`src/irms_pkg.sv`:
```
// Package of constants and types for the IR measurement sequencer
package irms_pkg;

  // ----------------------------------------------------------------
  // Mode selector codes
  // ----------------------------------------------------------------
  localparam logic [2:0] MODE_STANDBY = 3'h0;
  localparam logic [2:0] MODE_SINGLE  = 3'h2;
  localparam logic [2:0] MODE_CONT0   = 3'h4;
  localparam logic [2:0] MODE_CONT1   = 3'h5;
  localparam logic [2:0] MODE_CONT2   = 3'h6;
  localparam logic [2:0] MODE_CONT3   = 3'h7;

  // ----------------------------------------------------------------
  // Register offsets
  // ----------------------------------------------------------------
  localparam logic [7:0] ADDR_STATUS1 = 8'h05;
  localparam logic [7:0] ADDR_DATA_LO = 8'h06;
  localparam logic [7:0] ADDR_DATA_HI = 8'h0F;
  localparam logic [7:0] ADDR_STATUS2 = 8'h10;
  localparam logic [7:0] ADDR_IRQ_EN  = 8'h11;
  localparam logic [7:0] ADDR_CTRL    = 8'h1C;
  localparam logic [7:0] ADDR_IRQ_ST  = 8'h20;
  localparam logic [7:0] ADDR_IRQ_MSK = 8'h21;

  // ----------------------------------------------------------------
  // Field positions and reset values
  // ----------------------------------------------------------------
  localparam int         ST1_DATA_READY_FLAG_BIT   = 0;
  localparam int         ST1_DOR_BIT    = 1;
  localparam int         CTRL_MODE_LSB  = 0;
  localparam int         CTRL_FC_LSB    = 3;
  localparam int         IRQ_EV_DONE    = 0;
  localparam int         IRQ_EV_SKIP    = 1;
  localparam logic [7:0] CTRL_RESET     = 8'h00;
  localparam logic [7:0] IRQ_EN_RESET   = 8'h00;
  localparam logic [1:0] IRQ_MSK_RESET  = 2'h0;

  // ----------------------------------------------------------------
  // Timing: base measurement time per filter step
  // ----------------------------------------------------------------
  localparam int MEAS_BASE_US = 100;
  localparam int CLK_MHZ      = 200;
  localparam int MEAS_BASE_CYC = MEAS_BASE_US * CLK_MHZ;

  // ----------------------------------------------------------------
  // Types
  // ----------------------------------------------------------------
  typedef struct packed {
    logic [7:0] addr;
    logic [7:0] wdata;
    logic       wr;
    logic       rd;
  } irms_bus_s;

  typedef enum logic [1:0] {
    SEQ_IDLE = 2'b00,
    SEQ_MEAS = 2'b01,
    SEQ_WAIT = 2'b10,
    SEQ_HOLD = 2'b11
  } irms_seq_e;

endpackage

```
`src/irms_top.sv`:
```
// Measurement sequencer and read-out handshake with register port
`timescale 1ns/100ps

module irms_top #(
  parameter int          NUM_BYTES = 10,
  parameter int          TW        = 32,
  parameter logic [TW-1:0] MEAS_CYC = TW'(irms_pkg::MEAS_BASE_CYC)
) (
  // Clock and reset
  input  wire logic        i_clock,
  input  wire logic        i_rst,
  // Register port
  input  wire logic [7:0]  i_addr,
  input  wire logic [7:0]  i_wdata,
  input  wire logic        i_wr,
  input  wire logic        i_rd,
  output logic      [7:0]  o_rdata,
  // Result from the converter
  input  wire logic [79:0] i_result,
  // Interrupt
  output logic             o_int,
  output logic             o_data_irq
);

  irms_pkg::irms_bus_s bus;
  assign bus = '{addr: i_addr, wdata: i_wdata, wr: i_wr, rd: i_rd};

  function automatic logic is_data(input logic [7:0] a);
    is_data = (a >= irms_pkg::ADDR_DATA_LO) && (a <= irms_pkg::ADDR_DATA_HI);
  endfunction

  // ----------------------------------------------------------------
  // Control registers
  // ----------------------------------------------------------------
  logic [7:0] ctrl_q, ctrl_d;
  logic [7:0] irq_en_q, irq_en_d;
  logic [1:0] irq_st_q, irq_st_d;
  logic [1:0] irq_msk_q, irq_msk_d;
  logic [2:0] measure_mode_sel;
  logic [2:0] filter_cutoff_sel;
  logic       mode_wr;

  assign measure_mode_sel  = ctrl_q[irms_pkg::CTRL_MODE_LSB +: 3];
  assign filter_cutoff_sel = ctrl_q[irms_pkg::CTRL_FC_LSB +: 3];
  assign mode_wr = bus.wr && (bus.addr == irms_pkg::ADDR_CTRL);

  // ----------------------------------------------------------------
  // Sequencer
  // ----------------------------------------------------------------
  irms_pkg::irms_seq_e st_q, st_d;
  logic [2:0]  wait_left_q, wait_left_d;
  logic        tm_load;
  logic        tm_stop;
  logic [TW-1:0] tm_count;
  logic        tm_done;
  logic        meas_end;
  logic        single_back;

  // Period grows with filter step; intermittent modes wait 1, 3, 7 slots
  assign tm_count = TW'(MEAS_CYC * (TW'(filter_cutoff_sel) + TW'(1)));

  function automatic logic [2:0] wait_slots(input logic [2:0] m);
    unique case (m)
      irms_pkg::MODE_CONT1: wait_slots = 3'h1;
      irms_pkg::MODE_CONT2: wait_slots = 3'h3;
      irms_pkg::MODE_CONT3: wait_slots = 3'h7;
      default:              wait_slots = 3'h0;
    endcase
  endfunction

  irms_timer #(.WIDTH(TW)) u_timer (
    .i_clock (i_clock),
    .i_rst   (i_rst),
    .i_load  (tm_load),
    .i_stop  (tm_stop),
    .i_count (tm_count),
    .o_done  (tm_done)
  );

  always_comb
  begin
    st_d        = st_q;
    wait_left_d = wait_left_q;
    tm_load     = 1'b0;
    tm_stop     = 1'b0;
    meas_end    = 1'b0;
    if (mode_wr)
    begin
      // Abort any running measurement; data registers untouched
      tm_stop = 1'b1;
      st_d    = irms_pkg::SEQ_IDLE;
    end
    else
    begin
      unique case (st_q)
        irms_pkg::SEQ_IDLE:
        begin
          if (measure_mode_sel == irms_pkg::MODE_SINGLE ||
              measure_mode_sel[2])
          begin
            st_d    = irms_pkg::SEQ_MEAS;
            tm_load = 1'b1;
          end
        end
        irms_pkg::SEQ_MEAS:
        begin
          if (tm_done)
          begin
            meas_end = 1'b1;
            if (measure_mode_sel == irms_pkg::MODE_CONT0)
            begin
              tm_load = 1'b1;
            end
            else if (measure_mode_sel[2])
            begin
              st_d        = irms_pkg::SEQ_WAIT;
              wait_left_d = wait_slots(measure_mode_sel);
              tm_load     = 1'b1;
            end
            else
            begin
              st_d = irms_pkg::SEQ_HOLD;
            end
          end
        end
        irms_pkg::SEQ_WAIT:
        begin
          if (tm_done)
          begin
            tm_load = 1'b1;
            if (wait_left_q <= 3'h1)
            begin
              st_d = irms_pkg::SEQ_MEAS;
            end
            else
            begin
              wait_left_d = wait_left_q - 3'h1;
            end
          end
        end
        irms_pkg::SEQ_HOLD:
        begin
          st_d = irms_pkg::SEQ_HOLD;
        end
      endcase
    end
  end

  // ----------------------------------------------------------------
  // Result buffer, data registers and flags
  // ----------------------------------------------------------------
  logic [79:0] buf_q, buf_d;
  logic [79:0] data_q, data_d;
  logic        data_ready_flag_q, data_ready_flag_d;
  logic        dor_q, dor_d;
  logic        prot_q, prot_d;
  logic        rd_data, rd_st2, ro_start;
  logic [7:0]  rdata_d, rdata_q;
  logic        int_d, int_q, dirq_q;

  assign rd_data  = bus.rd && is_data(bus.addr);
  assign rd_st2   = bus.rd && (bus.addr == irms_pkg::ADDR_STATUS2);
  assign ro_start = (rd_data || rd_st2) && !prot_q;
  assign single_back = rd_st2 && (st_q == irms_pkg::SEQ_HOLD);

  always_comb
  begin
    buf_d  = buf_q;
    data_d = data_q;
    data_ready_flag_d = data_ready_flag_q;
    dor_d  = dor_q;
    prot_d = prot_q;
    if (ro_start)
    begin
      data_ready_flag_d = 1'b0;
      dor_d  = 1'b0;
      prot_d = 1'b1;
    end
    if (rd_st2)
    begin
      prot_d = 1'b0;
    end
    if (meas_end)
    begin
      buf_d = i_result;
      if (!prot_q && !ro_start)
      begin
        data_d = i_result;
        // Overrun sticks until the next read-out start clears it
        dor_d  = dor_q || data_ready_flag_q;
        data_ready_flag_d = 1'b1;
      end
      else
      begin
        dor_d = 1'b1;
      end
    end
  end

  // ----------------------------------------------------------------
  // Register writes, interrupts and read mux
  // ----------------------------------------------------------------
  always_comb
  begin
    ctrl_d    = ctrl_q;
    irq_en_d  = irq_en_q;
    irq_msk_d = irq_msk_q;
    irq_st_d  = irq_st_q;
    if (bus.wr)
    begin
      unique case (bus.addr)
        irms_pkg::ADDR_CTRL:    ctrl_d    = bus.wdata;
        irms_pkg::ADDR_IRQ_EN:  irq_en_d  = bus.wdata;
        irms_pkg::ADDR_IRQ_MSK: irq_msk_d = bus.wdata[1:0];
        irms_pkg::ADDR_IRQ_ST:  irq_st_d  = irq_st_q & ~bus.wdata[1:0];
        default:                ctrl_d    = ctrl_q;
      endcase
    end
    if (single_back)
    begin
      ctrl_d[irms_pkg::CTRL_MODE_LSB +: 3] = irms_pkg::MODE_STANDBY;
    end
    // Set beats clear in the same cycle
    if (meas_end)
    begin
      irq_st_d[irms_pkg::IRQ_EV_DONE] = 1'b1;
    end
    if (meas_end && (prot_q || data_ready_flag_q))
    begin
      irq_st_d[irms_pkg::IRQ_EV_SKIP] = 1'b1;
    end
    int_d = (irq_en_q[0] && data_ready_flag_d) || (|(irq_st_d & irq_msk_d));
    rdata_d = 8'h00;
    if (bus.rd)
    begin
      if (is_data(bus.addr))
      begin
        rdata_d = data_q[8*(bus.addr - irms_pkg::ADDR_DATA_LO) +: 8];
      end
      else
      begin
        unique case (bus.addr)
          irms_pkg::ADDR_STATUS1: rdata_d = {6'h00, dor_q, data_ready_flag_q};
          irms_pkg::ADDR_STATUS2: rdata_d = {6'h00, dor_q, prot_q};
          irms_pkg::ADDR_CTRL:    rdata_d = ctrl_q;
          irms_pkg::ADDR_IRQ_EN:  rdata_d = irq_en_q;
          irms_pkg::ADDR_IRQ_ST:  rdata_d = {6'h00, irq_st_q};
          irms_pkg::ADDR_IRQ_MSK: rdata_d = {6'h00, irq_msk_q};
          default:                rdata_d = 8'h00;
        endcase
      end
    end
  end

  always_ff @(posedge i_clock)
  begin
    if (i_rst)
    begin
      st_q        <= irms_pkg::SEQ_IDLE;
      wait_left_q <= 3'h0;
      ctrl_q      <= irms_pkg::CTRL_RESET;
      irq_en_q    <= irms_pkg::IRQ_EN_RESET;
      irq_msk_q   <= irms_pkg::IRQ_MSK_RESET;
      irq_st_q    <= 2'h0;
      buf_q       <= '0;
      data_q      <= '0;
      data_ready_flag_q      <= 1'b0;
      dor_q       <= 1'b0;
      prot_q      <= 1'b0;
      rdata_q     <= 8'h00;
      int_q       <= 1'b0;
      dirq_q      <= 1'b0;
    end
    else
    begin
      st_q        <= single_back ? irms_pkg::SEQ_IDLE : st_d;
      wait_left_q <= wait_left_d;
      ctrl_q      <= ctrl_d;
      irq_en_q    <= irq_en_d;
      irq_msk_q   <= irq_msk_d;
      irq_st_q    <= irq_st_d;
      buf_q       <= buf_d;
      data_q      <= data_d;
      data_ready_flag_q      <= data_ready_flag_d;
      dor_q       <= dor_d;
      prot_q      <= prot_d;
      rdata_q     <= rdata_d;
      int_q       <= int_d;
      dirq_q      <= irq_en_d[0] && data_ready_flag_d;
    end
  end

  assign o_rdata    = rdata_q;
  assign o_int      = int_q;
  assign o_data_irq = dirq_q;

  // ----------------------------------------------------------------
  // Checks
  // ----------------------------------------------------------------
  a_frozen_data: assert property (@(posedge i_clock) disable iff (i_rst)
    prot_q && !rd_st2 |=> $stable(data_q))
    else $error("data changed while protected");
  a_ready_set: assert property (@(posedge i_clock) disable iff (i_rst)
    meas_end && !prot_q && !ro_start |=> data_ready_flag_q && data_q == $past(i_result))
    else $error("result stored without ready");
  a_start_clear: assert property (@(posedge i_clock) disable iff (i_rst)
    ro_start && !meas_end |=> !data_ready_flag_q && !dor_q &&
      (prot_q != $past(rd_st2)))
    else $error("read-out start did not clear flags");
  a_skip_dor: assert property (@(posedge i_clock) disable iff (i_rst)
    meas_end && prot_q |=> dor_q)
    else $error("discarded result without overrun");
  a_abort_keep: assert property (@(posedge i_clock) disable iff (i_rst)
    mode_wr |=> st_q == irms_pkg::SEQ_IDLE ##1 $stable(data_q))
    else $error("mode write did not abort");
  a_unread_dor: assert property (@(posedge i_clock) disable iff (i_rst)
    meas_end && data_ready_flag_q && !prot_q && !ro_start |=> data_ready_flag_q && dor_q)
    else $error("skipped result not flagged");
  a_int_ready: assert property (@(posedge i_clock) disable iff (i_rst)
    irq_en_q[0] && data_ready_flag_q && !ro_start && !bus.wr |=> o_int)
    else $error("interrupt low with ready enabled");
  a_single_back: assert property (@(posedge i_clock) disable iff (i_rst)
    single_back && !mode_wr |=>
      measure_mode_sel == irms_pkg::MODE_STANDBY)
    else $error("single shot did not return to stand-by");

endmodule // irms_top

```
`src/irms_timer.sv`:
```
// Cycle timer that pulses once after a loaded count has run out
`timescale 1ns/100ps
module irms_timer #(
  parameter int WIDTH = 32
) (
  // Clock and reset
  input  wire logic             i_clock,
  input  wire logic             i_rst,
  // Control
  input  wire logic             i_load,
  input  wire logic             i_stop,
  input  wire logic [WIDTH-1:0] i_count,
  // Status
  output logic                  o_done
);

  logic [WIDTH-1:0] cnt_q;
  logic [WIDTH-1:0] cnt_d;
  logic             run_q;
  logic             run_d;
  logic             done_q;
  logic             done_d;

  always_comb
  begin
    cnt_d  = cnt_q;
    run_d  = run_q;
    done_d = 1'b0;
    if (i_stop)
    begin
      run_d = 1'b0;
    end
    else if (i_load)
    begin
      cnt_d = i_count;
      run_d = 1'b1;
    end
    else if (run_q)
    begin
      if (cnt_q <= WIDTH'(1))
      begin
        run_d  = 1'b0;
        done_d = 1'b1;
      end
      else
      begin
        cnt_d = cnt_q - WIDTH'(1);
      end
    end
  end

  always_ff @(posedge i_clock)
  begin
    if (i_rst)
    begin
      cnt_q  <= '0;
      run_q  <= 1'b0;
      done_q <= 1'b0;
    end
    else
    begin
      cnt_q  <= cnt_d;
      run_q  <= run_d;
      done_q <= done_d;
    end
  end

  assign o_done = done_q;

endmodule // irms_timer

```
`config.mk`:
```
export PLATFORM = sky130hd
export DESIGN_NAME = irms_top
export DESIGN_NICKNAME = d
export VERILOG_FILES = /design/src/irms_pkg.sv /design/src/irms_top.sv /design/src/irms_timer.sv
export SDC_FILE = /design/constraint.sdc
export NUM_CORES = 1
export LEC_CHECK = 0
export ABC_CLOCK_PERIOD_IN_PS = 3500
export BUFFER_PORTS_ARGS = -buffer_cell sky130_fd_sc_hd__buf_4
export CORE_ASPECT_RATIO = 0.6
export CORE_MARGIN = 1.5
export CORE_UTILIZATION = 45
export DETAILED_ROUTE_END_ITERATION = 7
export PLACE_DENSITY = 0.68
export SLEW_MARGIN = 25
export SYNTH_ARGS = -nofsm -noshare
export SYNTH_HDL_FRONTEND = slang
export SYNTH_SLANG_ARGS = --single-unit
```
`constraint.sdc`:
```
create_clock -name i_clock -period 3.5 [get_ports i_clock]
set_clock_uncertainty 0.15 [all_clocks]
set_input_delay 0.175 -clock i_clock [delete_from_list [all_inputs] [get_ports i_clock]]
set_output_delay 0.175 -clock i_clock [all_outputs]
set_load 0.005 [all_outputs]
```
==> results of run 1 <==
==> power by group <==
group | internal, uW | switching [uW]
Sequential | 1740 | 14.5
Combinational | 232 | 213
Clock | 1080 | 827
==> what timing repair did <==
item                                    CTS  global route
hold buffers                             90             0
hold endpoints to repair                100             0
endpoints found under the setup margin    0             3
gates resized for setup                   0            10
==> cell usage after synthesis, drive strengths merged (2+ instances only) <==
| master | number | area [sq um] |
|---|---|---|
| nand3 | 14 | 75.1 |
| o311ai | 3 | 26.3 |
| o21a | 3 | 22.5 |
| a21oi | 125 | 626 |
| nor4b | 4 | 47.6 |
| o211ai | 6 | 45.0 |
| and4 | 2 | 18.8 |
| ha | 24 | 300 |
| or2 | 6 | 37.5 |
| xnor2 | 11 | 96.3 |
| or4b | 3 | 30.0 |
| nand2 | 226 | 848 |
| nor3b | 3 | 22.5 |
| clkbuf | 45 | 169 |
| o21ai | 26 | 130 |
| and4bb | 2 | 25.0 |
| o41ai | 2 | 17.5 |
| o2bb2ai | 2 | 17.5 |
| mux2i | 22 | 220 |
| dfxtp | 152 | 3040 |
| and2 | 5 | 31.3 |
| o31ai | 3 | 22.5 |
| xor2 | 8 | 70.1 |
| o2111ai | 2 | 35.0 |
| nor4 | 14 | 100 |
| nor2 | 44 | 165 |
| nor3 | 13 | 76.3 |
| buf | 7 | 30.0 |
| o22ai | 8 | 50.1 |
| and3 | 2 | 12.5 |
| nand2b | 5 | 31.3 |
| nor2b | 5 | 31.3 |
| mux4 | 16 | 360 |
| or4 | 8 | 63.8 |
| a22oi | 10 | 75.1 |
| a211o | 2 | 17.5 |
| nand4 | 5 | 46.3 |
| a211oi | 13 | 97.6 |
| or3 | 15 | 100 |
| a22o | 3 | 26.3 |
| inv | 15 | 56.3 |
| nand3b | 5 | 41.3 |
| a21o | 2 | 15.0 |
==> final cells by class <==
class | instances | area, sq um | area share [%]
Clock buffer | 18 | 429 | 4.23
Clock inverter | 14 | 175 | 1.73
Inverter | 15 | 56.3 | 0.555
Multi-Input combinational cell | 686 | 4270 | 42.1
Sequential cell | 152 | 3040 | 30.0
Tap cell | 228 | 285 | 2.81
Timing Repair Buffer | 218 | 1890 | 18.6
==> flip-flops by register name, summed over array words and instances, names as in the netlist <==
signal,count
irq_st_q,2
irq_en_q,8
dor_q,1
u_timer.run_q,1
data_ready_flag_q,1
ctrl_q,8
data_q,80
o_data_irq,1
u_timer.o_done,1
st_q,2
irq_msk_q,2
o_int,1
prot_q,1
o_rdata,8
u_timer.cnt_q,32
wait_left_q,3
==> through the flow <==
step | power, uW | utilization, %
after floorplan | 2000 | -
after global placement | 2160 | 52.9
after detailed placement | 2160 | 52.9
after CTS | 4130 | 62.1
after global routing | 4260 | 62.4
final | 4120 | 62.4
==> metal layers <==
metal | part of all wire [%] | vias to the layer above | routed length (um) | GRT usage [%]
met5 | 0 | - | 0 | 0
met4 | 0.93 | 0 | 201 | 6.13
met3 | 7.0 | 25 | 1510 | 5.87
met2 | 42 | 248 | 9000 | 35.2
met1 | 51 | 3398 | 10900 | 38.1
li1 | - | 3577 | - | -
==> kinds of logic after synthesis <==
| kind of cell | count (synthesis) | synth area share (%) |
|---|---|---|
| xor gates and xnor gates | 19 | 2.22 |
| DFF | 152 | 40.5 |
| buffers and inverters | 67 | 3.40 |
| and+or+nand+nor | 382 | 24.1 |
| muxes | 39 | 7.88 |
| AOI/OAI and AO/OA | 221 | 17.6 |
| adders and majority gates | 25 | 4.26 |
==> cells in the final DEF, fill, tap and decap left out, drive strengths merged, types with 8 or more instances in the layout <==
| master | count |
|---|---|
| mux2i | 22 |
| dlygate4sd3 | 90 |
| xor2 | 8 |
| or3 | 15 |
| nor3 | 13 |
| nand2 | 226 |
| ha | 24 |
| dfxtp | 152 |
| clkbuf | 18 |
| a22oi | 10 |
| xnor2 | 11 |
| a21oi | 125 |
| mux4 | 16 |
| inv | 24 |
| a211oi | 13 |
| o22ai | 8 |
| o21ai | 26 |
| or4 | 8 |
| buf | 128 |
| nand3 | 14 |
| nor4 | 14 |
| nor2 | 44 |
==> how the worst min path moves through the flow <==
stage                  from          to  slack (ps)  cells past startpoint
3_3_place_gp   i_result[52]  data_q[52]         270                      3
2_1_floorplan          i_rd      prot_q         120                      1
3_5_place_dp           i_rd      prot_q         280                      2
4_1_cts               i_rst  data_q[38]          30                      2
5_1_grt               i_rst  data_q[52]          60                      2
6_report              i_rst   ctrl_q[3]          50                      2
==> results_dict.tcl, run 1 <==
set metrics [dict create \
    cpMaxStageDelayCell "dfxtp_1" \
    route.detailed.drc 0 \
    antenna_cells 0 \
    required_ps 3660 \
    dp_hpwl_um 14500 \
    worstRegToRegCells 15 \
    cts_tree "built" \
    maxSlewHeadroom_pct 30.2 \
    min_period_ps 3290 \
    fin_crit_sh_pct 94.0 \
    ys_types 75 \
    fmax_mhz 304 \
    routabilityCongestion 0.846 \
    io_pins 110 \
    fin_cells 1331 \
    crit_path_max_fanout 3 \
    core_sq_um 16300 \
    hold_violations 0 \
    vdd_drop_max_mv 0.339 \
    root_buffer "clkbuf_16" \
    initial_core_util_pct 46.2 \
    first_pass_iters 5 \
    synth_cells 905 \
    power.density_nw_per_um2 406 \
    cts_setup_buffers 0 \
    setup_tns_ps 0 \
    p_leak_uw 0.00397 \
    ant_nets 0 \
    outcome "complete, no violations" \
    ys_ff_latch 152 \
    syn_area_sq_um 7510 \
    r2r_start "ctrl_q[3]" \
    io_buffers 109 \
    fill_cells 1374 \
    crit_start "ctrl_q[3]" \
    final_area_sq_um 10100 \
    wirelength_um 21600 \
    synth-edff-count 0 \
    worst_pin_slew_ps 1040 \
    cts.sinks 152 \
    critical_path.most_common_cell "ha_1" \
    cts_buffer_depth 2 \
    dpl-instance-area_sq_um 8600 \
    numCtsBuffers 17 \
    wire_per_inst_um 16.3 \
    first_iter_violations 647 \
    area_growth_pct 35.1 \
    ys_warn_count 0 \
    crit_chain "ha_2 -> xor2_2 -> inv_1 -> ha_1 -> inv_1 -> ha_1 -> or2_2 -> ha_1 -> ha_4 -> a211oi_2 -> nor2_1 -> o31ai_1 -> nor2b_1 -> a221oi_2 -> o2bb2ai_1" \
    grt_max_degree 88 \
    num_vias 7248 \
    ff2ff_setup_slack_ps 210 \
    seq_area_frac_synth_pct 40.5 \
    die-area_sq_um 17500 \
    via_per_inst 5.45 \
    grt_pass1_wl_um 34100 \
    async_reset_ff_share_pct 0 \
    die_w_um 170 \
    synth_nets 1030 \
    htree_num_levels 4 \
    maxCapViolCount 0 \
    cpLargestDelayFamily "adder cells" \
    cp.arrival_ps 3450 \
    critPathBufInv 2 \
    layout-drive-gt1-share_pct 18.9 \
    fin_ws_ps 211 \
    slew_viol_final 0 \
    antenna_found_initial 0 \
    clock_latency_ps 430 \
    fp-row-count 36 \
    cp-start-kind "register" \
    synth_ff_type "dfxtp_1" \
    syn_area_per_cell_sq_um 8.30 \
    hold_ws_ps 49.1 \
    nets 1215 \
    max_stage_delay_ps 330 \
    cp-end-kind "register" \
    worst-setup-path-type "reg2reg" \
    crit_end "u_timer.cnt_q[17]" \
    cp_num_cells 15 \
    grt_pass1_vias 6664 \
    grt_overflow_total 0 \
    grt_use_total_pct 25.0 \
    min_path_type "in2reg" \
    place_ws_ps 102 \
    worstReg2RegEnd "u_timer.cnt_q[17]" \
    clk_pin_slew_worst_paths_ps 70 \
    placedCellCount 1209 \
    setup_viol_count_final 0 \
    die_y_um 103 \
]
Note: power is estimated with default switching activity, not from simulation.
==> run 2, diff against run 1 <==
PLACE_DENSITY = 0.67   (was 0.68)
SYNTH_HIERARCHICAL = 1   (was not set)
==> run 2 against run 1 <==
The run now ends with DRC left. Register-to-register slack is essentially flat. Clock power is essentially flat. Hold slack gained 30 ps. Synthesized cell count grew 11%. Final area grew 8.5%. Cell count grew 7.7%. Wire length grew 17%. Sequential share of layout area shrank 2.3 points. Combinational power grew 5.8%.
==> results_dict.tcl, run 2 <==
set metrics [dict create \
    outcome "complete, but fails checks" \
    failed_checks "DRC" \
    cts_buffer_depth 2 \
    power.share.sequential_pct 42.5 \
    seq_area_frac_synth_pct 36.0 \
    mostFrequentLayoutCell "nand2_1" \
    placedCellCount 1313 \
    antenna_found_initial 0 \
    setup_viol_count_final 0 \
    die-area_sq_um 19700 \
    layout-drive-gt1-share_pct 19.4 \
    htree_num_levels 4 \
    ant_nets 0 \
    ys_types 90 \
    cp-start-kind "register" \
    hold_violations 0 \
    critPathBufInv 4 \
    cts.sinks 152 \
    numCtsBuffers 17 \
    synth-xor-area-share_pct 1.04 \
    ff2ff_setup_slack_ps 210 \
    synth_fa_ha_area_share_pct 4.11 \
    cp-end-kind "register" \
    maxCapViolCount 0 \
    synth_top_area_share_pct 36.0 \
    async_reset_ff_share_pct 0 \
    clkPwrFrac_pct 46.1 \
    wire_per_inst_um 17.6 \
    grt_pass1_vias 7486 \
    place_ws_ps 9.62 \
    ys_warn_count 6 \
    yosysTopAreaCell "dfxtp_1" \
    largestRegisters "data_q x80, u_timer/cnt_q x32" \
    io_pins 110 \
    min_path_type "in2reg" \
    die_y_um 109 \
    initial_core_util_pct 46.3 \
    slew_viol_final 0 \
    max_stage_delay_ps 360 \
    synth_most_common_cell "nand2_1" \
    via_per_inst 5.78 \
    synth_common_cells "nand2_1, dfxtp_1, a21oi_1, o21ai_0" \
    maxSlewHeadroom_pct 52.2 \
    nets 1308 \
    first_pass_iters 7 \
    first_iter_violations 939 \
    largest-register "data_q" \
    worst-setup-path-type "reg2reg" \
    worst_pin_slew_ps 717 \
    fin_ws_ps 211 \
    grt_pass1_wl_um 40400 \
    vdd_drop_max_mv 0.394 \
    num_vias 8292 \
    grt_use_total_pct 26.3 \
    synth_top_family_by_area "compound AO/OA/AOI/OAI gates" \
    clk_pin_slew_worst_paths_ps 60 \
    required_ps 3640 \
    synthMuxAreaShare_pct 7.03 \
    syn_area_sq_um 8460 \
    routabilityCongestion 0.862 \
    final_cell_mix "nand2_1, dfxtp_1, buf_4, dlygate4sd3_1, a21oi_1" \
    synthTopCellsByArea "dfxtp_1, nand2_1, a21oi_1" \
    synth_cells 1007 \
    min_period_ps 3290 \
    cp.arrival_ps 3430 \
    die_w_um 180 \
    cpLargestDelayFamily "adder cells" \
    area_growth_pct 30.2 \
    crit_path_max_fanout 5 \
    power.density_nw_per_um2 375 \
    grt_overflow_total 0 \
    antenna_cells 0 \
    clock_latency_ps 440 \
    synth-edff-count 0 \
    core_sq_um 18300 \
    combPwrFrac_pct 11.4 \
    yosys.area_share.simple_pct 22.1 \
    wirelength_um 25300 \
    io_buffers 109 \
    p_leak_uw 0.00430 \
    p_int_uw 3100 \
    netSwitchingFraction_pct 25.1 \
    fmax_mhz 304 \
    largest_reg_flops 80 \
    critical_path.most_common_cell "ha_1" \
    fin_crit_sh_pct 94.0 \
    dp_hpwl_um 17000 \
    cpMaxStageDelayCell "dfxtp_4" \
    syn_area_per_cell_sq_um 8.40 \
    fp-row-count 38 \
    ys_ff_latch 152 \
    route.detailed.drc 7 \
    synth_compound_area_share_pct 23.0 \
    fin_cells 1434 \
    synth_ff_type "dfxtp_1" \
    p_switching_uw 1040 \
    crit_chain "ha_2 -> xor2_2 -> buf_4 -> buf_4 -> ha_1 -> ha_1 -> ha_1 -> inv_1 -> fa_2 -> inv_1 -> a21o_1 -> a21oi_1 -> xnor2_1 -> mux2_2 -> a22oi_1 -> nor2_1" \
    grt_max_degree 164 \
    root_buffer "clkbuf_16" \
    cts_tree "built" \
]
run 2: changes by cell type after synthesis, sizes merged, moves of 8 or more:
cell,change
nand2,-72
nand4,+47
o22ai,-8
o21ai,+65
buf,+29
a21oi,-44
a22oi,+10
a31o,+31
inv,+16
run 2: per-layer routing:
layer	routed length (um)	track usage, %
met1	12900	40.5
met2	9640	34.5
met3	2410	7.82
met4	274	5.69
met5	69	2.75
run 2: cell families (layout without fill, tap and decap cells):
logic type / after synthesis / count (layout)
and+or+nand+nor: 365 / 365
AOI/OAI and AO/OA: 296 / 296
DFF: 152 / 152
buffers and inverters: 118 / 288
muxes: 39 / 39
adders and majority gates: 26 / 26
xor gates and xnor gates: 10 / 10
other: 1 / 18
run 2: worst reg2reg max path, delay by kind of cell, from the launching register on:
kind                     cells  cell delay (ps)
AO/OA/AOI/OAI                3              510
adder cells (fa/ha/maj)      5             1190
flip-flops                   1              360
XOR/XNOR                     2              240
multiplexers                 1              260
AND/OR/NAND/NOR              1               50
buffers and inverters        4              410
run 2: power groups by stage:
stage                     combinational [uW]  clock, uW  sequential [uW]
final                                    471       1910             1760
after global routing                     510       2010             1760
after floorplan                          232          0             1790
after global placement                   383          0             1800
after detailed placement                 383          0             1800
after CTS                                464       1920             1760
run 2: layout make-up:
| cell class | instances | area, sq um |
|---|---|---|
| tap | 240 | 300 |
| multi-input combinational | 754 | 4970 |
| clock buffer | 20 | 467 |
| sequential | 152 | 3050 |
| clock inverter | 11 | 136 |
| inverter | 31 | 119 |
| timing repair buffer | 226 | 1970 |
| fill | 1599 | 7250 |
run 2: per-stage QoR:
| step | TNS [ps] | instance area (sq um) | power [uW] | hold WS, ps | util [%] |
|---|---|---|---|---|---|
| after detailed placement | 0 | 9480 | 2180 | 246 | 51.9 |
| final | 0 | 11000 | 4130 | 79.3 | 60.3 |
| after CTS | 0 | 11000 | 4140 | 44.4 | 60.1 |
| after global routing | -8.69 | 11000 | 4280 | 103 | 60.3 |
| after global placement | 0 | 9480 | 2180 | 244 | 51.9 |
| after floorplan | 0 | 8520 | 2030 | 122 | - |
run 2: repair_timing:
action / in CTS / in global routing
hold endpoints to repair: 98 / 0
pin swaps: 0 / 2
hold buffers: 89 / 0
endpoints found under the setup margin: 2 / 4
buffers inserted: 0 / 1
gates resized for setup: 1 / 9
run 2: worst paths after layout:
check	start	end	cells past startpoint
max	ctrl_q[3]	u_timer/cnt_q[15]	16
min	i_result[17]	data_q[17]	3
min reg2reg	data_q[68]	data_q[68]	2
max reg2reg	ctrl_q[3]	u_timer/cnt_q[15]	16
